--- config.mk ---
export PLATFORM = sky130hd
export DESIGN_NAME = accel_motion_event_logic
export DESIGN_NICKNAME = d
export VERILOG_FILES = /design/src/accel_motion_pkg.sv /design/src/accel_motion_event_logic.sv
export SDC_FILE = /design/constraint.sdc
export NUM_CORES = 2
export LEC_CHECK = 0
export BUFFER_PORTS_ARGS = -buffer_cell sky130_fd_sc_hd__buf_2
export CORE_MARGIN = 2
export CORE_UTILIZATION = 55
export CTS_CLUSTER_SIZE = 20
export DETAILED_ROUTE_END_ITERATION = 7
export MAX_ROUTING_LAYER = met4
export PLACE_DENSITY = 0.78
export SLEW_MARGIN = 20
export SYNTH_ARGS = -nofsm -noshare
export SYNTH_HDL_FRONTEND = slang
export SYNTH_SLANG_ARGS = --single-unit
export TNS_END_PERCENT = 20
--- constraint.sdc ---
create_clock -name core_clk -period 9.1 [get_ports core_clk]
set_input_delay 2.275 -clock core_clk [delete_from_list [all_inputs] [get_ports core_clk]]
set_output_delay 2.275 -clock core_clk [all_outputs]
set_load 0.02 [all_outputs]
--- src/accel_motion_pkg.sv ---
// constants shared by the accelerometer digital core
package accel_motion_pkg;
	localparam int SAMPLE_W = 12;
	localparam int TRIM_W = 12;
	localparam int DUR_W = 8;
	localparam int NUM_AXES = 3;
	localparam int TRIM_WORDS = 6;
	localparam logic [2:0] TRIM_ADDR_W = 3'h3;
	localparam logic [SAMPLE_W-1:0] ZERO_G_CODE = 12'h000;
	localparam logic [TRIM_W-1:0] GAIN_UNITY = 12'h400;
	localparam int GAIN_FRAC = 10;
	localparam logic [1:0] FS_2G = 2'h0;
	localparam logic [1:0] FS_4G = 2'h1;
	localparam logic [1:0] FS_8G = 2'h2;
	localparam logic [1:0] FS_16G = 2'h3;
	localparam logic [SAMPLE_W-1:0] ST_FORCE_X = 12'h114;
	localparam logic [SAMPLE_W-1:0] ST_FORCE_Y = 12'h114;
	localparam logic [SAMPLE_W-1:0] ST_FORCE_Z = 12'h3D8;
	localparam int ORIENT_XP = 0;
	localparam int ORIENT_XN = 1;
	localparam int ORIENT_YP = 2;
	localparam int ORIENT_YN = 3;
	localparam int ORIENT_ZP = 4;
	localparam int ORIENT_ZN = 5;
	localparam logic [DUR_W-1:0] DUR_ZERO = 8'h00;
endpackage

--- src/accel_motion_event_logic.sv ---
// accelerometer core: trim load, sample output, self-test, motion events
// Operation
// - pulse new-sample flag whenever a fresh three-axis result is ready
// - wake and free-fall events consider only the enabled axes
// - copy gain and offset trims from storage at power-up before use
// - orientation interrupt once stable in one of six directions
// - all axes below free-fall threshold set flag and interrupt
// - output inside band for set time: sleep flag, interrupt, low power
// - output above threshold for set time: wake flag, interrupt, normal
// - threshold and windows recognise single and double clicks, flag each
// - outputs are two's complement, zero g coded as all zeros
// - self-test force applied only while the self-test bit is one
// - self-test output is real plus test response, scaled by full scale
`timescale 1ns/100ps
`default_nettype none
module accel_motion_event_logic
(
	input wire logic core_clk,
	input wire logic rst_b,
	input wire logic clk_en,
	input wire logic trim_rd_data_valid,
	input wire logic [11:0] trim_rd_data,
	output logic trim_rd_req,
	output logic [2:0] trim_rd_addr,
	output logic trim_done,
	input wire logic raw_valid,
	input wire logic signed [11:0] raw_x,
	input wire logic signed [11:0] raw_y,
	input wire logic signed [11:0] raw_z,
	input wire logic [1:0] full_scale,
	input wire logic self_test_en,
	input wire logic [2:0] axis_en,
	input wire logic [11:0] ff_threshold,
	input wire logic [7:0] ff_duration,
	input wire logic [11:0] wake_threshold,
	input wire logic [7:0] wake_duration,
	input wire logic [7:0] sleep_duration,
	input wire logic [11:0] orient_threshold,
	input wire logic [7:0] orient_duration,
	input wire logic [11:0] click_threshold,
	input wire logic [7:0] click_limit,
	input wire logic [7:0] click_latency,
	input wire logic [7:0] click_window,
	input wire logic status_clear,
	output logic self_test_drive,
	output logic signed [11:0] out_x,
	output logic signed [11:0] out_y,
	output logic signed [11:0] out_z,
	output logic new_sample,
	output logic ff_flag,
	output logic sleep_flag,
	output logic wake_flag,
	output logic orient_flag,
	output logic [5:0] orient_dir,
	output logic single_click_flag,
	output logic double_click_flag,
	output logic low_power,
	output logic event_irq
);
	// ****************************************
	// trim load
	// ****************************************
	typedef enum logic [2:0]
	{
		TR_REQ = 3'b001,
		TR_WAIT = 3'b010,
		TR_DONE = 3'b100
	} trim_state_e;
	trim_state_e trim_state;
	logic [11:0] trim_mem [0:5];
	logic [2:0] trim_idx;
	wire trim_last = (trim_idx == 3'(accel_motion_pkg::TRIM_WORDS - 1));
	assign trim_rd_req = (trim_state == TR_REQ);
	assign trim_rd_addr = trim_idx;
	assign trim_done = (trim_state == TR_DONE);
	always_ff @(posedge core_clk or negedge rst_b)
	begin
		if (!rst_b)
		begin
			trim_state <= TR_REQ;
			trim_idx <= 3'h0;
		end
		else if (clk_en)
		begin
			unique case (trim_state)
				TR_REQ: trim_state <= TR_WAIT;
				TR_WAIT:
					if (trim_rd_data_valid)
					begin
						trim_idx <= trim_idx + 3'h1;
						trim_state <= trim_last ? TR_DONE : TR_REQ;
					end
				TR_DONE: trim_state <= TR_DONE;
				default: trim_state <= TR_REQ;
			endcase
		end
	end
	genvar gi;
	generate
		for (gi = 0; gi < 6; gi++)
		begin : g_trim
			always_ff @(posedge core_clk or negedge rst_b)
			begin
				if (!rst_b)
					trim_mem[gi] <= (gi < 3) ? accel_motion_pkg::GAIN_UNITY : 12'h000;
				else if (clk_en && trim_state == TR_WAIT && trim_rd_data_valid
					&& trim_idx == 3'(gi))
					trim_mem[gi] <= trim_rd_data;
			end
		end
	endgenerate

	// ****************************************
	// sample path
	// ****************************************
	// gain words 0..2, offset words 3..5; self-test force shifts by full-scale step
	function automatic logic signed [11:0] corr
	(
		input logic signed [11:0] raw,
		input logic [11:0] gain,
		input logic [11:0] offs,
		input logic [11:0] st,
		input logic st_on,
		input logic [1:0] fs
	);
		logic signed [25:0] prod;
		logic signed [13:0] stv;
		logic signed [25:0] sum;
		// widen both operands first so the product is never cut to 13 bits
		prod = 26'(raw) * 26'($signed({1'b0, gain}));
		stv = st_on ? 14'($signed({2'b00, st}) >>> fs) : 14'sh0;
		sum = (prod >>> accel_motion_pkg::GAIN_FRAC) - 26'($signed(offs))
			+ 26'(stv);
		if (sum > 26'sh7FF)
			corr = 12'sh7FF;
		else if (sum < -26'sh800)
			corr = -12'sh800;
		else
			corr = sum[11:0];
	endfunction
	function automatic logic [11:0] mag(input logic signed [11:0] v);
		mag = v[11] ? 12'(-v) : v;
	endfunction
	assign self_test_drive = self_test_en;
	wire use_sample = raw_valid && trim_done;
	wire signed [11:0] c_x = corr(raw_x, trim_mem[0], trim_mem[3],
		accel_motion_pkg::ST_FORCE_X, self_test_en, full_scale);
	wire signed [11:0] c_y = corr(raw_y, trim_mem[1], trim_mem[4],
		accel_motion_pkg::ST_FORCE_Y, self_test_en, full_scale);
	wire signed [11:0] c_z = corr(raw_z, trim_mem[2], trim_mem[5],
		accel_motion_pkg::ST_FORCE_Z, self_test_en, full_scale);
	always_ff @(posedge core_clk or negedge rst_b)
	begin
		if (!rst_b)
		begin
			out_x <= accel_motion_pkg::ZERO_G_CODE;
			out_y <= accel_motion_pkg::ZERO_G_CODE;
			out_z <= accel_motion_pkg::ZERO_G_CODE;
			new_sample <= 1'b0;
		end
		else if (clk_en)
		begin
			new_sample <= use_sample;
			if (use_sample)
			begin
				out_x <= c_x;
				out_y <= c_y;
				out_z <= c_z;
			end
		end
	end

	// ****************************************
	// event detectors, run on new_sample
	// ****************************************
	wire [11:0] m_x = mag(out_x);
	wire [11:0] m_y = mag(out_y);
	wire [11:0] m_z = mag(out_z);
	wire eval = new_sample && clk_en;
	wire ff_cond = (!axis_en[0] || m_x < ff_threshold)
		&& (!axis_en[1] || m_y < ff_threshold)
		&& (!axis_en[2] || m_z < ff_threshold) && (axis_en != 3'h0);
	wire wake_cond = (axis_en[0] && m_x > wake_threshold)
		|| (axis_en[1] && m_y > wake_threshold)
		|| (axis_en[2] && m_z > wake_threshold);
	wire [5:0] dir_now = {out_z[11] && m_z > orient_threshold,
		!out_z[11] && m_z > orient_threshold,
		out_y[11] && m_y > orient_threshold,
		!out_y[11] && m_y > orient_threshold,
		out_x[11] && m_x > orient_threshold,
		!out_x[11] && m_x > orient_threshold};
	wire dir_one = (dir_now != 6'h00) && ((dir_now & (dir_now - 6'h01)) == 6'h00);
	wire click_cond = (m_x > click_threshold) || (m_y > click_threshold)
		|| (m_z > click_threshold);
	logic [7:0] ff_cnt, wake_cnt, sleep_cnt, orient_cnt, click_cnt, gap_cnt;
	logic [5:0] dir_prev;
	logic click_hi, click_armed;
	wire ff_hit = eval && ff_cond && ff_cnt >= ff_duration;
	wire wake_hit = eval && wake_cond && low_power
		&& wake_cnt >= wake_duration;
	wire sleep_hit = eval && !wake_cond && !low_power
		&& sleep_cnt >= sleep_duration;
	wire orient_hit = eval && dir_one && dir_now == dir_prev
		&& orient_cnt == orient_duration && dir_now != orient_dir;
	wire click_rel = eval && !click_cond && click_hi
		&& click_cnt <= click_limit;
	wire dbl_hit = click_rel && click_armed
		&& gap_cnt >= click_latency;
	wire sgl_hit = click_rel && !dbl_hit;
	always_ff @(posedge core_clk or negedge rst_b)
	begin
		if (!rst_b)
		begin
			ff_cnt <= 8'h00;
			wake_cnt <= 8'h00;
			sleep_cnt <= 8'h00;
			orient_cnt <= 8'h00;
			dir_prev <= 6'h00;
			low_power <= 1'b0;
		end
		else if (eval)
		begin
			ff_cnt <= ff_cond ? (ff_cnt == 8'hFF ? ff_cnt : ff_cnt + 8'h01) : 8'h00;
			wake_cnt <= wake_cond ? (wake_cnt == 8'hFF ? wake_cnt : wake_cnt + 8'h01)
				: 8'h00;
			sleep_cnt <= (!wake_cond && !low_power)
				? (sleep_cnt == 8'hFF ? sleep_cnt : sleep_cnt + 8'h01) : 8'h00;
			dir_prev <= dir_now;
			orient_cnt <= (dir_one && dir_now == dir_prev)
				? (orient_cnt == orient_duration ? orient_cnt : orient_cnt + 8'h01)
				: 8'h00;
			if (sleep_hit)
				low_power <= 1'b1;
			else if (wake_hit)
				low_power <= 1'b0;
		end
	end
	// click: window opens after a short peak, closes after latency+window
	always_ff @(posedge core_clk or negedge rst_b)
	begin
		if (!rst_b)
		begin
			click_hi <= 1'b0;
			click_cnt <= 8'h00;
			click_armed <= 1'b0;
			gap_cnt <= 8'h00;
		end
		else if (eval)
		begin
			click_hi <= click_cond;
			click_cnt <= click_cond ? (click_cnt == 8'hFF ? click_cnt
				: click_cnt + 8'h01) : 8'h00;
			if (dbl_hit)
				click_armed <= 1'b0;
			else if (sgl_hit)
			begin
				click_armed <= 1'b1;
				gap_cnt <= 8'h00;
			end
			else if (click_armed)
			begin
				gap_cnt <= gap_cnt + 8'h01;
				if (9'(gap_cnt) >= 9'(click_latency) + 9'(click_window))
					click_armed <= 1'b0;
			end
		end
	end

	// ****************************************
	// sticky status, set beats clear
	// ****************************************
	always_ff @(posedge core_clk or negedge rst_b)
	begin
		if (!rst_b)
		begin
			ff_flag <= 1'b0;
			sleep_flag <= 1'b0;
			wake_flag <= 1'b0;
			orient_flag <= 1'b0;
			orient_dir <= 6'h00;
			single_click_flag <= 1'b0;
			double_click_flag <= 1'b0;
		end
		else if (clk_en)
		begin
			ff_flag <= ff_hit || (ff_flag && !status_clear);
			sleep_flag <= sleep_hit || (sleep_flag && !status_clear);
			wake_flag <= wake_hit || (wake_flag && !status_clear);
			orient_flag <= orient_hit || (orient_flag && !status_clear);
			single_click_flag <= sgl_hit || (single_click_flag && !status_clear);
			double_click_flag <= dbl_hit || (double_click_flag && !status_clear);
			if (orient_hit)
				orient_dir <= dir_now;
		end
	end
	assign event_irq = ff_flag || sleep_flag || wake_flag || orient_flag
		|| single_click_flag || double_click_flag;

	a_sample_strobe: assert property (@(posedge core_clk) disable iff (!rst_b)
		(clk_en && raw_valid && trim_done) |=> new_sample)
		else $error("new sample not flagged");
	a_no_early_use: assert property (@(posedge core_clk) disable iff (!rst_b)
		new_sample |-> $past(trim_done))
		else $error("sample used before trims loaded");
	a_ff_flag_set: assert property (@(posedge core_clk) disable iff (!rst_b)
		(clk_en && ff_hit) |=> ff_flag && event_irq)
		else $error("free-fall flag missing");
	a_sleep_lp: assert property (@(posedge core_clk) disable iff (!rst_b)
		(clk_en && sleep_hit) |=> sleep_flag && low_power)
		else $error("sleep did not enter low power");
	a_wake_normal: assert property (@(posedge core_clk) disable iff (!rst_b)
		(clk_en && wake_hit) |=> wake_flag && !low_power)
		else $error("wake did not restore normal");
	a_click_flag: assert property (@(posedge core_clk) disable iff (!rst_b)
		(clk_en && (sgl_hit || dbl_hit)) |=> (single_click_flag
		|| double_click_flag))
		else $error("click flag missing");
	a_orient_one: assert property (@(posedge core_clk) disable iff (!rst_b)
		orient_hit |=> orient_flag && orient_dir == $past(dir_now)
		&& $onehot(orient_dir))
		else $error("orientation direction not latched");
	a_st_follow: assert property (@(posedge core_clk) disable iff (!rst_b)
		self_test_drive == self_test_en)
		else $error("self-test drive mismatch");
	a_ff_axes: assert property (@(posedge core_clk) disable iff (!rst_b)
		ff_hit |-> axis_en != 3'h0)
		else $error("free-fall with no axis enabled");
endmodule // accel_motion_event_logic
`default_nettype wire

==> results.cfg <==
[sta]
finClkSkew_ps = 12.3
worst_slack_ps = -29.9
post-route-min-period_ps = 9130
rsz0062_at_grt = yes
finalCritPeriodShare_pct = 100
finalHoldViolCount = 0
hold_slack_ps = 507
timing.fmax_mhz = 110
slew_viol_final = 0
tightest_slew_ps = 963
setup_violations = 7
finalSetupTns_ps = -138
max_slew_margin_pct = 35.2

[yosys]
yosysWarnings = 0
synth_flop_cell = dfrtp_1
ys_types = 94
postSynthAreaPerCell_um2 = 9.00
syn-num-nets = 4356
synth_edf_count = 0
yosys_register_bits = 184
ys_async_sr_fraction_pct = 100
syn_area_um2 = 30200
postSynthCellCount = 3361
synth-seq-area-share_pct = 15.2

[grt]
grt_pass1_wl_mm = 126
gr-usage-met2_pct = 46.5
antenna_found_initial = 3
grt_max_degree = 69
top_usage_layer = met2
overflow = 0
use_met3_pct = 4.15
grt_usage_pct = 28.6
use_met1_pct = 37.2
grt_pass1_vias = 24900

[routing]
drc = 0
dr.first_iter.drc_count = 1472
ant_nets = 0
dr.pass1.iters = 5
vias_per_cell = 5.59
num_vias = 24900
finalWirelength_mm = 78.6
wl_per_cell_um = 17.6

[flow_run]
drv_cap = 0

[critical_path]
crit_top_cell = fa_1
cp-end-kind = flip-flop
slowest_delay_ps = 540
cp_max_fo = 9
worst_path_max_delay_cell = fa_1
path_delay_family = adder cells
critical_path_required_ps = 9410
crit_type = in -> reg
arrival_ps = 9440
critPathBufInv = 9
crit_path_start_kind = primary input

[placed_design]
dp_hpwl_mm = 63.5
port-buffer-count = 220
place_ws_ps = -537
gp_congestion = 0.961

[cts]
cts_hold_buffers = 0
htreeDepth = 4
cts-root-buf = clkbuf_16
clk_latency_ps = 470
clockBufferDepth = 2
clock_sinks = 184
path_clk_slew_ps = 70
tritoncts = yes
numCtsBuffers = 17

[finish]
final_cell_mix = inv_1 (543), ha_1 (485), nand2_1 (340)
drive_above_1_share_pct = 20.5
syn_to_final_growth_pct = 16.3
final_net_count = 4734
final_common_cell = inv_1

[status]
failed_checks = negative setup slack
outcome = finished with violations

[floorplan]
ios = 221
die_y_um = 238
core_area_um2 = 54100
die_w_um = 238
dieArea_um2 = 56900
std_cell_rows = 85
start_util_pct = 55.9

[worst_hold_path]
hp-class = reg -> reg
[per-stage QoR]
stage	utilization, %	area, um^2	std cells
2_1_floorplan	-	30700	3361
3_3_place_gp	62.4	33800	4397
3_5_place_dp	62.4	33800	4397
4_1_cts	63.5	34400	4429
5_1_grt	64.9	35200	4450
6_report	65.0	35200	4453
[Yosys cell counts (7+ instances only)]
cell type	n	share of area, %
a211o_1	7	0.20
a211oi_1	17	0.42
a21o_1	68	1.7
a21oi_1	148	2.4
a22oi_1	7	0.17
a31oi_1	9	0.19
and2_1	175	3.6
and3_1	17	0.35
clkbuf_1	90	1.1
dfrtp_1	180	15
fa_1	326	22
ha_1	505	21
inv_1	560	7.0
mux2_2	74	2.8
nand2_1	356	4.4
nand2b_1	49	1.0
nand3_1	42	0.70
nand4_1	35	0.72
nor2_1	142	1.8
nor2b_1	33	0.68
nor3_1	44	0.73
nor4_1	13	0.27
o211ai_1	12	0.30
o21a_1	32	0.79
o21ai_0	67	1.1
o21ai_1	8	0.13
o21bai_1	13	0.32
o22ai_1	7	0.14
o31ai_1	19	0.47
or2_2	8	0.17
or3_1	20	0.41
or4_1	7	0.17
xnor2_1	91	2.6
xor2_1	51	1.5
[final cells by class]
type | instances | area [um^2]
Tap cell | 696 | 871
Timing Repair Buffer | 461 | 3080
Clock inverter | 12 | 91.3
Multi-Input combinational cell | 2512 | 23900
Antenna cell | 5 | 12.5
Inverter | 563 | 2120
Clock buffer | 20 | 467
Fill cell | 4338 | 19000
Sequential cell | 184 | 4610
[worst paths after layout]
path / startpoint / end / slack, ps / depth (start not counted)
worst max-delay path: raw_y[6] / out_y[1]$_DFFE_PN0P_ / -30 / 34
max in group asynchronous: rst_b / trim_mem[34]$_DFFE_PN0P_ / 5970 / 2
worst min-delay path: single_click_flag$_DFFE_PN0P_ / single_click_flag$_DFFE_PN0P_ / 510 / 1
worst max register to register: trim_mem[64]$_DFFE_PN0P_ / out_x[5]$_DFFE_PN0P_ / 1140 / 30
worst min register to register: single_click_flag$_DFFE_PN0P_ / single_click_flag$_DFFE_PN0P_ / 510 / 1
min in group asynchronous: rst_b / click_cnt[1]$_DFFE_PN0P_ / 1770 / 1
[what timing repair did]
action | CTS | global route
pin swaps | 0 | 102
buffers inserted | 0 | 15
gates resized for setup | 4 | 173
endpoints found under the setup margin | 6 | 35
gates cloned | 0 | 4
[sequential cells by signal (all words and copies together), names as in the netlist, 3 cells and up]
| signal | count |
|---|---|
| orient_cnt | 8 |
| click_cnt | 8 |
| out_z | 12 |
| orient_dir | 6 |
| gap_cnt | 8 |
| dir_prev | 6 |
| out_x | 12 |
| trim_mem | 72 |
| ff_cnt | 8 |
| trim_rd_addr | 3 |
| wake_cnt | 8 |
| trim_state | 3 |
| sleep_cnt | 8 |
| out_y | 12 |
[routing by layer]
| metal | share of wire, % | up-vias | routed length [um] |
|---|---|---|---|
| met5 | 0 | - | 0 |
| met4 | 2.8 | 0 | 2180 |
| met3 | 6.3 | 148 | 4990 |
| met2 | 48 | 787 | 37500 |
| met1 | 43 | 12200 | 33900 |
| li1 | - | 11800 | - |
[kinds of logic (layout without fill, tap and decap cells)]
kind of cell	Yosys count	after routing	synth area share (%)
flops	184	184	15.2
simple gates	967	967	15.8
buf+inv	666	1056	8.35
other cells	0	5	0
fa+ha+maj	831	831	42.5
mux	82	82	3.05
compound gates	489	490	10.9
xor+xnor	142	142	4.11
Power is left out: the tool's default activity adds up to more than one toggle a clock period on the data nets, which glitch-free logic cannot reach.
